--- src/hdl/ssp_pkg.sv ---
// constants and types for the byte-wide serial port
// assumes a single core clock domain
package ssp_pkg;
  localparam logic [7:0] ADDR_DATA = 8'h7f;
  localparam logic [7:0] ADDR_CTRL = 8'hf8;
  localparam logic [7:0] CTRL_RST = 8'h05;
  localparam logic [7:0] DATA_RST = 8'h00;
  localparam int BIT_RATE_LO = 0;
  localparam int BYTE_BITS = 8;
  localparam logic [3:0] LAST_EDGE = 4'hf;
  localparam logic [3:0] SAMPLES = 4'h8;
  localparam logic [3:0] HALF_BASE = 4'h1;
  localparam logic [4:0] BURST_EDGES = 5'h10;

  typedef struct packed {
    logic done;
    logic write_collision_flag;
    logic en;
    logic role;
    logic cpol;
    logic cpha;
    logic [1:0] rate;
  } ssp_ctrl_t;

  typedef struct packed {
    logic o;
    logic oe;
  } ssp_pin_t;

  typedef enum {ST_IDLE, ST_RUN} ssp_state_t;
endpackage

--- src/hdl/ssp_port.sv ---
// serial port, master or slave, with control and data registers
// assumes pins and register strobes synchronous to CLK
// Contract
// - miso input as master, output as slave
// - eight bits per byte, msb first
// - mosi output as master, input as slave
// - slave shifts only while select low
// - slave reads select level in rate bit
// - done flag bit 7 set each byte
// - collision flag bit 6 on busy write
// - role bit 4 selects master or slave
// - polarity bit 3 sets clock idle level
// - phase bit 2 picks change edge
// - rate field divides core clock 2..16
// - interrupt shares vector, flags inspected
// - master write starts eight-clock burst
// - select pin ignored in master mode
// - master shifts, then latches data, flags
// - slave write loads byte, external clock
// - slave updates data only after byte
// - slave ends on 8th clock or select
// - polarity and phase match both ends
`timescale 1ns/1ps
`default_nettype none
module ssp_port #(
  parameter int DEPTH = 2,
  parameter int WIDTH = 8
) (
  input wire logic CLK,
  input wire logic SYS_RST,
  input wire logic [7:0] SFR_ADDR,
  input wire logic [7:0] SFR_WDATA,
  input wire logic SFR_WE,
  input wire logic SFR_RE,
  output logic [7:0] SFR_RDATA,
  input wire logic SERIAL_CLOCK_I,
  output var ssp_pkg::ssp_pin_t SERIAL_CLOCK_PIN,
  input wire logic MOSI_I,
  output var ssp_pkg::ssp_pin_t MOSI_PIN,
  input wire logic MISO_I,
  output var ssp_pkg::ssp_pin_t MISO_PIN,
  input wire logic SEL_N_I,
  output var ssp_pkg::ssp_pin_t SEL_N_PIN,
  input wire logic [3:0] GPIO_OUT,
  input wire logic [3:0] GPIO_OE,
  output logic [3:0] GPIO_IN,
  output logic XFER_IRQ,
  output logic RX_VALID,
  input wire logic RX_READY,
  output logic [WIDTH-1:0] RX_DATA
);
  localparam int AW = (DEPTH > 1) ? $clog2(DEPTH) : 1;

  generate
    if (WIDTH != ssp_pkg::BYTE_BITS || DEPTH < 2 || (DEPTH & (DEPTH - 1)) != 0) begin : g_bad
      $error("ssp_port: WIDTH must be 8, DEPTH a power of two >= 2");
    end
  endgenerate

  ssp_pkg::ssp_ctrl_t ctrl_reg;
  ssp_pkg::ssp_state_t state_reg;
  logic [7:0] data_reg;
  logic [7:0] tx_reg;
  logic [7:0] rx_reg;
  logic [3:0] half_reg;
  logic [3:0] edge_reg;
  logic [3:0] samp_reg;
  logic sclk_reg;
  logic prev_sclk_reg;
  logic pend_reg;
  logic end_reg;
  logic [WIDTH-1:0] mem [DEPTH];
  logic [AW:0] wp_reg;
  logic [AW:0] rp_reg;

  logic wr_data, wr_ctrl, rd_data;
  logic is_master, is_slave, s_act;
  logic [3:0] half_len;
  logic m_tick, s_edge, edge_ev, lead, samp, shft, din;
  logic busy, m_go, end_req, full, empty, push, pop;

  assign wr_data = SFR_WE && SFR_ADDR == ssp_pkg::ADDR_DATA;
  assign wr_ctrl = SFR_WE && SFR_ADDR == ssp_pkg::ADDR_CTRL;
  assign rd_data = SFR_RE && SFR_ADDR == ssp_pkg::ADDR_DATA;
  assign is_master = ctrl_reg.en & ctrl_reg.role;
  assign is_slave = ctrl_reg.en & ~ctrl_reg.role;
  assign s_act = is_slave & ~SEL_N_I;
  assign half_len = 4'(ssp_pkg::HALF_BASE << ctrl_reg.rate);
  assign m_tick = state_reg == ssp_pkg::ST_RUN && half_reg == half_len - 4'h1;
  assign s_edge = s_act & (SERIAL_CLOCK_I != prev_sclk_reg);
  assign edge_ev = m_tick | s_edge;
  // leading edge leaves the idle level
  assign lead = is_master ? ~edge_reg[0] : (SERIAL_CLOCK_I != ctrl_reg.cpol);
  assign samp = edge_ev & (lead ^ ctrl_reg.cpha);
  // phase 1: first leading edge only presents the msb
  assign shft = edge_ev & ~(lead ^ ctrl_reg.cpha) & ~(ctrl_reg.cpha & lead & samp_reg == 4'h0);
  assign din = is_master ? MISO_I : MOSI_I;
  assign busy = state_reg == ssp_pkg::ST_RUN || pend_reg || (is_slave && samp_reg != 4'h0);
  assign m_go = is_master & pend_reg & state_reg == ssp_pkg::ST_IDLE & ~full;
  assign end_req = (m_tick && edge_reg == ssp_pkg::LAST_EDGE)
                 | (is_slave && ctrl_reg.cpha && samp && samp_reg == ssp_pkg::SAMPLES - 4'h1)
                 | (is_slave && !ctrl_reg.cpha && SEL_N_I && samp_reg == ssp_pkg::SAMPLES);
  // control register
  always_ff @(posedge CLK) begin
    if (SYS_RST) begin
      ctrl_reg <= ssp_pkg::CTRL_RST;
    end else begin
      if (wr_ctrl) begin
        ctrl_reg <= SFR_WDATA;
      end
      if (end_reg) begin
        ctrl_reg.done <= 1'b1;
      end else if (wr_ctrl) begin
        ctrl_reg.done <= SFR_WDATA[7];
      end else if (rd_data) begin
        ctrl_reg.done <= 1'b0;
      end
      if (wr_data && busy) begin
        ctrl_reg.write_collision_flag <= 1'b1;
      end
    end
  end
  // data register: cpu write or completed byte
  always_ff @(posedge CLK) begin
    if (SYS_RST) begin
      data_reg <= ssp_pkg::DATA_RST;
    end else if (wr_data && !busy) begin
      data_reg <= SFR_WDATA;
    end else if (end_reg) begin
      data_reg <= rx_reg;
    end
  end
  // register read port
  always_ff @(posedge CLK) begin
    if (SYS_RST) begin
      SFR_RDATA <= 8'h00;
    end else if (SFR_RE) begin
      case (SFR_ADDR)
        ssp_pkg::ADDR_DATA: SFR_RDATA <= data_reg;
        ssp_pkg::ADDR_CTRL: begin
          SFR_RDATA <= ctrl_reg;
          if (is_slave) begin
            SFR_RDATA[ssp_pkg::BIT_RATE_LO] <= SEL_N_I;
          end
        end
        default: SFR_RDATA <= 8'h00;
      endcase
    end
  end
  // shift registers, msb first
  always_ff @(posedge CLK) begin
    if (SYS_RST) begin
      tx_reg <= 8'h00;
      rx_reg <= 8'h00;
    end else begin
      if (wr_data && !busy) begin
        tx_reg <= SFR_WDATA;
      end else if (shft) begin
        tx_reg <= {tx_reg[6:0], 1'b0};
      end
      if (samp) begin
        rx_reg <= {rx_reg[6:0], din};
      end
    end
  end
  // bits sampled in the current byte
  always_ff @(posedge CLK) begin
    if (SYS_RST) begin
      samp_reg <= 4'h0;
    end else if (!ctrl_reg.en || m_go || end_req) begin
      samp_reg <= 4'h0;
    end else if (is_slave && SEL_N_I) begin
      samp_reg <= 4'h0;
    end else if (samp && samp_reg < ssp_pkg::SAMPLES) begin
      samp_reg <= samp_reg + 4'h1;
    end
  end
  // master sequencer
  always_ff @(posedge CLK) begin
    if (SYS_RST) begin
      state_reg <= ssp_pkg::ST_IDLE;
      pend_reg <= 1'b0;
    end else begin
      case (state_reg)
        ssp_pkg::ST_IDLE: begin
          if (m_go) begin
            state_reg <= ssp_pkg::ST_RUN;
          end
        end
        ssp_pkg::ST_RUN: begin
          if (!is_master || (m_tick && edge_reg == ssp_pkg::LAST_EDGE)) begin
            state_reg <= ssp_pkg::ST_IDLE;
          end
        end
        default: state_reg <= ssp_pkg::ST_IDLE;
      endcase
      if (!is_master || m_go) begin
        pend_reg <= 1'b0;
      end else if (wr_data && !busy) begin
        pend_reg <= 1'b1;
      end
    end
  end
  // bit-rate divider and clock edges
  always_ff @(posedge CLK) begin
    if (SYS_RST) begin
      half_reg <= 4'h0;
      edge_reg <= 4'h0;
      sclk_reg <= 1'b0;
    end else begin
      if (state_reg != ssp_pkg::ST_RUN || m_tick) begin
        half_reg <= 4'h0;
      end else begin
        half_reg <= half_reg + 4'h1;
      end
      if (m_go) begin
        edge_reg <= 4'h0;
      end else if (m_tick) begin
        edge_reg <= edge_reg + 4'h1;
      end
      if (state_reg != ssp_pkg::ST_RUN) begin
        sclk_reg <= ctrl_reg.cpol;
      end else if (m_tick) begin
        sclk_reg <= ~sclk_reg;
      end
    end
  end

  always_ff @(posedge CLK) begin
    if (SYS_RST) begin
      prev_sclk_reg <= 1'b0;
      end_reg <= 1'b0;
    end else begin
      prev_sclk_reg <= SERIAL_CLOCK_I;
      end_reg <= end_req;
    end
  end
  // received-byte buffer; a full buffer holds back the next master start
  assign full = (wp_reg ^ rp_reg) == {1'b1, {AW{1'b0}}};
  assign empty = wp_reg == rp_reg;
  assign push = end_reg & ~full;
  assign pop = RX_READY & ~empty;
  assign RX_VALID = ~empty;
  assign RX_DATA = mem[rp_reg[AW-1:0]];

  always_ff @(posedge CLK) begin
    if (push) begin
      mem[wp_reg[AW-1:0]] <= rx_reg;
    end
  end

  always_ff @(posedge CLK) begin
    if (SYS_RST) begin
      wp_reg <= '0;
      rp_reg <= '0;
    end else begin
      if (push) begin
        wp_reg <= wp_reg + {{AW{1'b0}}, 1'b1};
      end
      if (pop) begin
        rp_reg <= rp_reg + {{AW{1'b0}}, 1'b1};
      end
    end
  end
  // pin sharing with the general-purpose port
  always_comb begin
    if (ctrl_reg.en) begin
      SERIAL_CLOCK_PIN = '{o: sclk_reg, oe: is_master};
      MOSI_PIN = '{o: tx_reg[7], oe: is_master};
      MISO_PIN = '{o: tx_reg[7], oe: is_slave};
      SEL_N_PIN = '{o: 1'b0, oe: 1'b0};
    end else begin
      SERIAL_CLOCK_PIN = '{o: GPIO_OUT[0], oe: GPIO_OE[0]};
      MOSI_PIN = '{o: GPIO_OUT[1], oe: GPIO_OE[1]};
      MISO_PIN = '{o: GPIO_OUT[2], oe: GPIO_OE[2]};
      SEL_N_PIN = '{o: GPIO_OUT[3], oe: GPIO_OE[3]};
    end
  end
  assign GPIO_IN = {SEL_N_I, MISO_I, MOSI_I, SERIAL_CLOCK_I};
  assign XFER_IRQ = ctrl_reg.done;
  // checking helpers
  logic sclk_d_reg;
  logic [4:0] stab_reg;
  logic [4:0] tog_reg;
  always_ff @(posedge CLK) begin
    if (SYS_RST) begin
      sclk_d_reg <= 1'b0;
      stab_reg <= 5'h00;
      tog_reg <= 5'h00;
    end else begin
      sclk_d_reg <= sclk_reg;
      stab_reg <= m_go ? 5'h00 : (sclk_reg != sclk_d_reg) ? 5'h01 : stab_reg + 5'h01;
      tog_reg <= m_go ? 5'h00 : (sclk_reg != sclk_d_reg) ? tog_reg + 5'h01 : tog_reg;
    end
  end
endmodule
`default_nettype wire

--- config.mk ---
export PLATFORM = sky130hd
export DESIGN_NAME = ssp_port
export DESIGN_NICKNAME = d
export VERILOG_FILES = /design/src/hdl/ssp_pkg.sv /design/src/hdl/ssp_port.sv
export SDC_FILE = /design/constraint.sdc
export NUM_CORES = 1
export LEC_CHECK = 0
export BUFFER_PORTS_ARGS = -buffer_cell sky130_fd_sc_hd__buf_2
export CAP_MARGIN = 25
export CORE_ASPECT_RATIO = 1.2
export CORE_MARGIN = 4
export CORE_UTILIZATION = 59
export DETAILED_ROUTE_END_ITERATION = 7
export MAX_ROUTING_LAYER = met4
export PLACE_DENSITY = 0.84
export SLEW_MARGIN = 20
export SYNTH_ARGS = -nofsm -noshare
export SYNTH_HDL_FRONTEND = slang
export SYNTH_SLANG_ARGS = --single-unit
--- constraint.sdc ---
create_clock -name CLK -period 5.4 [get_ports CLK]
set_clock_uncertainty 0.1 [all_clocks]
set_input_delay 0.27 -clock CLK [delete_from_list [all_inputs] [get_ports CLK]]
set_output_delay 0.27 -clock CLK [all_outputs]
set_load 0.01 [all_outputs]
# After elaboration in Yosys (flattened, before gate mapping)
# Memory sizes are Yosys's and may differ from the RTL's. A register that Yosys moved wholly into a read port is not among the register bits.
# Cells that the tools add are included.
# classes
add_sub_neg	6
order_cmp	1
eq_ne	15
shift	1
mux	26
n_bitwise	27
n_reduce_logical	41
# ops
operator	count
$logic_not A32 Y1	2
$mux W32	2
$pmux W32 S2	1
$mux W8	5
$eq A32 B1 Y1 const B	1
$eq A32 B2 Y1 const B	1
$ne A32 B2 Y1 const B	1
$logic_and A1 B1 Y1	16
$pmux W8 S2	1
$and A1 B1 Y1	14
$mux W1	13
$add A4 B1 Y4 const B	3
$eq A4 B4 Y1 const B	2
$eq A8 B7 Y1 const B	1
$eq A8 B8 Y1 const B	1
$mux W2	4
$not A1 Y1	8
$reduce_bool A2 Y1	4
$logic_or A1 B1 Y1	7
$reduce_or A2 Y1	3
$add A2 B1 Y2 const B	2
$eq A4 B3 Y1 const B	1
$eq A4 B4 Y1	1
$logic_not A1 Y1	4
15 further kinds	19
# totals
regBits	92
ram_bits	16
inputBits	33
output_inout_bits	30
elab_cells	139
mem_count	1
# mem_list
memory	depth	width	rd	rd_ports_with_merged_regs	write_ports	line_no	source
mem	2	8	1	1	1	ssp_port.sv:72	logic [WIDTH-1:0] mem [DEPTH];

# Depth between registers and ports, before layout
# logic_depth
ltp_word	12
mapped_depth	8
depth_no_buf	8

# Least setup slack after synthesis
# OpenSTA, ideal clock, no wires.
# synth_path
path_kind	flip-flop to flip-flop
from	register ctrl_reg[0] (netlist bit)
to	register samp_reg[2]
setup_ns	0.130
arrival_time_ns	1.701
required_time_ns	5.170
setup_slack_ns	3.469
stages_incl_launch_ff	7
n_path_buf	1
period_less_slack_ns	1.931
cell_sequence	dfxtp_1 or4b_4 a21boi_4 o31ai_4 buf_2 o21ai_0 a21oi_1
# synth_between
elab_chain_cells	12
word_cells_on_any_way	14
classes_between	1 x add/sub; 1 x eq/ne; 1 x shift; 4 x bitwise; 7 x reduce/logical
# synth_rtl
item	line_no	source
start: declaration	ssp_port.sv:60	ssp_pkg::ssp_ctrl_t ctrl_reg;
start signal: assignment	ssp_port.sv:106	ctrl_reg <= ssp_pkg::CTRL_RST;
$shl A1 B2 Y4 *	ssp_port.sv:88	assign half_len = 4'(ssp_pkg::HALF_BASE << ctrl_reg.rate);
$sub A4 B1 Y4 *	ssp_port.sv:89	assign m_tick = state_reg == ssp_pkg::ST_RUN && half_reg == half_len - 4'h1;
$eq A4 B4 Y1 *	ssp_port.sv:89	
$logic_and A1 B1 Y1 *	ssp_port.sv:89	
$or A1 B1 Y1	ssp_port.sv:91	assign edge_ev = m_tick | s_edge;
$and A1 B1 Y1	ssp_port.sv:94	assign samp = edge_ev & (lead ^ ctrl_reg.cpha);
$logic_and A1 B1 Y1 (2 in series)	ssp_port.sv:101	| (is_slave && ctrl_reg.cpha && samp && samp_reg == ssp_pkg::SAMPLES - 4'h1)
$or A1 B1 Y1	ssp_port.sv:101	
$or A1 B1 Y1	ssp_port.sv:102	| (is_slave && !ctrl_reg.cpha && SEL_N_I && samp_reg == ssp_pkg::SAMPLES);
$logic_or A1 B1 Y1	ssp_port.sv:170	end else if (!ctrl_reg.en || m_go || end_req) begin
$reduce_or A3 Y1 (no line)	-	
end signal: assignment	ssp_port.sv:175	samp_reg <= samp_reg + 4'h1;
end: declaration	ssp_port.sv:67	logic [3:0] samp_reg;
# Mark *: on every way between the ends. The rest lies on a longest branch, timed or not.
# A chain may end at the register's enable or synchronous reset.

# Worst setup path after layout
# layout_path
from	register ctrl_reg[5] (netlist bit)
to	register samp_reg[1]
# layout_between
elab_chain_cells	11
word_cells_on_any_way	25
classes_between	1 x mux; 12 x bitwise; 12 x reduce/logical
# layout_rtl
item	line_no	source
$and A1 B1 Y1	ssp_port.sv:86	assign is_slave = ctrl_reg.en & ~ctrl_reg.role;
$and A1 B1 Y1	ssp_port.sv:87	assign s_act = is_slave & ~SEL_N_I;
$and A1 B1 Y1	ssp_port.sv:90	assign s_edge = s_act & (SERIAL_CLOCK_I != prev_sclk_reg);
$or A1 B1 Y1	ssp_port.sv:91	
$and A1 B1 Y1	ssp_port.sv:94	
$logic_and A1 B1 Y1 (2 in series)	ssp_port.sv:101	
$or A1 B1 Y1	ssp_port.sv:101	
$or A1 B1 Y1	ssp_port.sv:102	
$logic_or A1 B1 Y1	ssp_port.sv:170	
$reduce_or A3 Y1 (no line)	-	
# Several ways; a longest one is shown, not always the timed one.

==> metrics.log <==
[metrics] outcome: completed
[metrics] CTS buffer count: 9
[metrics] type of the worst min-delay path: in2reg
[metrics] post-cts repair resize count: 0
[metrics] most common flop cell mapped by yosys: sky130_fd_sc_hd__dfxtp_1
[metrics] proportion of netlist area held by the largest area contributor: 35.9%
[metrics] average cell area after synthesis: 10.0 um2
[metrics] area of the placeable core: 5670 um2
[metrics] most common cell in the synthesized netlist: sky130_fd_sc_hd__dfxtp_1
[metrics] type of element capturing the critical path: flop
[metrics] TritonCTS clock tree: built
[metrics] slew at the pin closest to its max-slew limit: approximately 0.88 ns
[metrics] FF-to-FF Start: ctrl_reg[5]
[metrics] number of buffers inserted by post-CTS setup repair: 0
[metrics] number of hold buffers added after CTS: 0
[metrics] number of top-level design ports: 63
[metrics] clock insertion delay at the later pin of the skew report: approximately 0.35 ns
[metrics] antenna cell count: 0
[metrics] launching element type of the critical path: flop
[metrics] final net count: around 440
[metrics] share of synthesized area occupied by flip-flops and latches: 49.8%
[metrics] PortBufs: between 60 and 70
[metrics] number of max-cap violations: 0
[metrics] worst rel slew slack: 41.6%
[metrics] launch point of the worst path: ctrl_reg[5]
[metrics] f_max: around 400 MHz
[metrics] die span in y: roughly 92 um
[metrics] routed length per placed instance: around 15 um
[metrics] flip-flop count of the largest register after layout: 16
[metrics] CTS root buf: sky130_fd_sc_hd__clkbuf_8
[metrics] via density per instance: between 5 and 6
[metrics] count of standard-cell rows: 30
[metrics] total number of vias: 2727
[metrics] remaining routing DRC violations: 0
[metrics] Setup TNS Final: 0 ns
[metrics] startpoint of the tightest hold check path: SFR_WDATA[5]
[metrics] DRC marker count from the first detailed-route iteration: 180
[metrics] fraction of synthesis flops using an asynchronous set or reset pin: 0%
[metrics] type of the worst setup path: reg2reg
[metrics] die area: about 7200 um2
[metrics] flip-flop and latch count after synthesis: 78
[metrics] minimum setup slack after placement: 2.90 ns
[metrics] commonest cells in the synthesized netlist: sky130_fd_sc_hd__dfxtp_1, sky130_fd_sc_hd__nor2_1, sky130_fd_sc_hd__a21oi_1
[metrics] number of hold violations in the final report: 0
[metrics] final clock period utilization by the worst path: roughly 46%
[metrics] detailed-route wire length: 7440 um
[metrics] H-tree depth: 3
[metrics] cell count after synthesis: about 340
[metrics] largest net degree at the start of global routing: 46
[metrics] final-report max-slew violation count: 0
[metrics] detailed-router iteration count before antenna repair: 6
[metrics] register clock-pin slew on the reported worst setup and hold paths: around 0.080 ns
[metrics] total of warnings raised by yosys: 0
[metrics] residual antenna-violating net count after detailed routing: 0
[metrics] Total GRT Usage: 22.3%
[metrics] Mapped Area: 3460 um2
[metrics] final global-route overflow total: 0
[metrics] global-route wire length before repair: around 12000 um
[metrics] maximum buffer depth of the clock tree: 2
[metrics] half-perimeter wire length after placement: roughly 5500 um
[metrics] Worst Path Max Fanout: 17
[metrics] final setup violation count: 0
[metrics] final worst setup slack: 2.90 ns
[metrics] antenna violations before repair: 0
[metrics] Arr. time, crit path: 2.65 ns
[metrics] via count of the first global-routing pass: 2616
[metrics] leakage power: 1.58 nW
[metrics] biggest area contributors in the synthesized netlist: sky130_fd_sc_hd__dfxtp_1, sky130_fd_sc_hd__edfxtp_1, sky130_fd_sc_hd__mux2i_1, sky130_fd_sc_hd__a21oi_1, sky130_fd_sc_hd__mux2_2
[metrics] minimum clock period: ~2.5 ns
[metrics] syn_nets: 382
[metrics] WHS: 0.0688 ns
[metrics] die width: about 78 um
[metrics] effective utilization at floorplan: 61.0%
[metrics] Max IR drop VDD: 268 uV
[metrics] Req. time, crit path: 5.54 ns
[metrics] number of enable-type register cells in the synthesized netlist: 16
[metrics] Layout area overhead: 14.8%
[metrics] setup slack of the worst register-to-register path: 2.90 ns
[metrics] RSZ-0062 raised after global routing: false
[metrics] count of cell types in the netlist: 45
[metrics] power per cell area: 259 nW/um2
[metrics] library cell with the largest summed area after synthesis: sky130_fd_sc_hd__dfxtp_1
[metrics] final weighted congestion of routability-driven global placement: 0.801
[metrics] fraction of final layout cells sized beyond drive strength 1: 24.2%
[metrics] CTS sink count: 78
==> worst paths after layout <==
| kind | end | cells after the start |
|---|---|---|
| worst max-delay path | samp_reg[1] | 5 |
| worst min-delay path | ctrl_reg[5] | 3 |
| worst max register to register | samp_reg[1] | 5 |
| worst min register to register | ctrl_reg[6] | 2 |
==> per-stage QoR <==
step	total power [W]	area, um2	util, %	cells
4_1_cts	0.00104	3970	70.0	485
3_3_place_gp	0.000646	3790	66.8	469
6_report	0.00103	3970	70.0	485
3_5_place_dp	0.000647	3790	66.8	469
5_1_grt	0.00106	3970	70.0	485
2_1_floorplan	0.000627	3460	-	344
==> critical path, stage by stage, from the launching register on <==
cell and delay (ns):
sky130_fd_sc_hd__dfxtp_1 0.65, sky130_fd_sc_hd__nand2b_1 0.26, sky130_fd_sc_hd__nor3_1 0.56, sky130_fd_sc_hd__o31ai_4 0.27, sky130_fd_sc_hd__o211ai_1 0.36, sky130_fd_sc_hd__o21ba_2 0.20
==> where the power goes <==
part | switching [W] | total [W] | internal [W]
sequential | 0.000000521 | 0.000592 | 0.000592
combinational | 0.0000226 | 0.0000407 | 0.0000180
clock | 0.000223 | 0.000396 | 0.000173
==> area by class of cell <==
type | count | area, um2
inverters | 13 | 48.8
repair buffers | 62 | 310
clock buffers | 9 | 124
fillers | 438 | 1700
multi-input cells | 236 | 1610
well taps | 80 | 100
flip-flops and latches | 78 | 1720
clock inverters | 7 | 58.8
==> layer usage <==
layer  track usage, %  part of all wire [%]
met5                -                     0
met4             6.23                  0.87
met3             4.81                   4.9
met2             38.6                    52
met1             25.9                    42
==> kinds of logic (layout without fill, tap and decap cells) <==
| logic type | after synthesis | count (layout) | share of synthesized area [%] |
|---|---|---|---|
| AOI/OAI and AO/OA | 77 | 77 | 15.4 |
| xor gates and xnor gates | 13 | 13 | 3.29 |
| adders and majority gates | 5 | 5 | 1.81 |
| buffers and inverters | 30 | 91 | 3.76 |
| DFF | 78 | 78 | 49.8 |
| muxes | 34 | 34 | 10.3 |
| and+or+nand+nor | 107 | 107 | 15.7 |
==> cell usage in the layout, fill, tap and decap left out, drive strengths merged, types with 2 or more instances in the layout <==
| cell type | instances |
|---|---|
| nand4b | 3 |
| nor2b | 4 |
| edfxtp | 16 |
| a222oi | 8 |
| a31oi | 3 |
| mux2 | 12 |
| a211oi | 2 |
| xor2 | 7 |
| mux2i | 22 |
| o21bai | 8 |
| nand4 | 4 |
| nor4b | 2 |
| o31ai | 2 |
| nand3b | 4 |
| a21oi | 30 |
| ha | 5 |
| clkbuf | 9 |
| o21ba | 2 |
| nor3 | 4 |
| nand2b | 7 |
| inv | 15 |
| nand3 | 8 |
| clkinv | 4 |
| xnor2 | 6 |
| o21ai | 14 |
| nor3b | 3 |
| o211ai | 2 |
| nand2 | 26 |
| buf | 62 |
| or3 | 3 |
| dfxtp | 62 |
| nor2 | 34 |
Power figures use the tool's default switching activity.
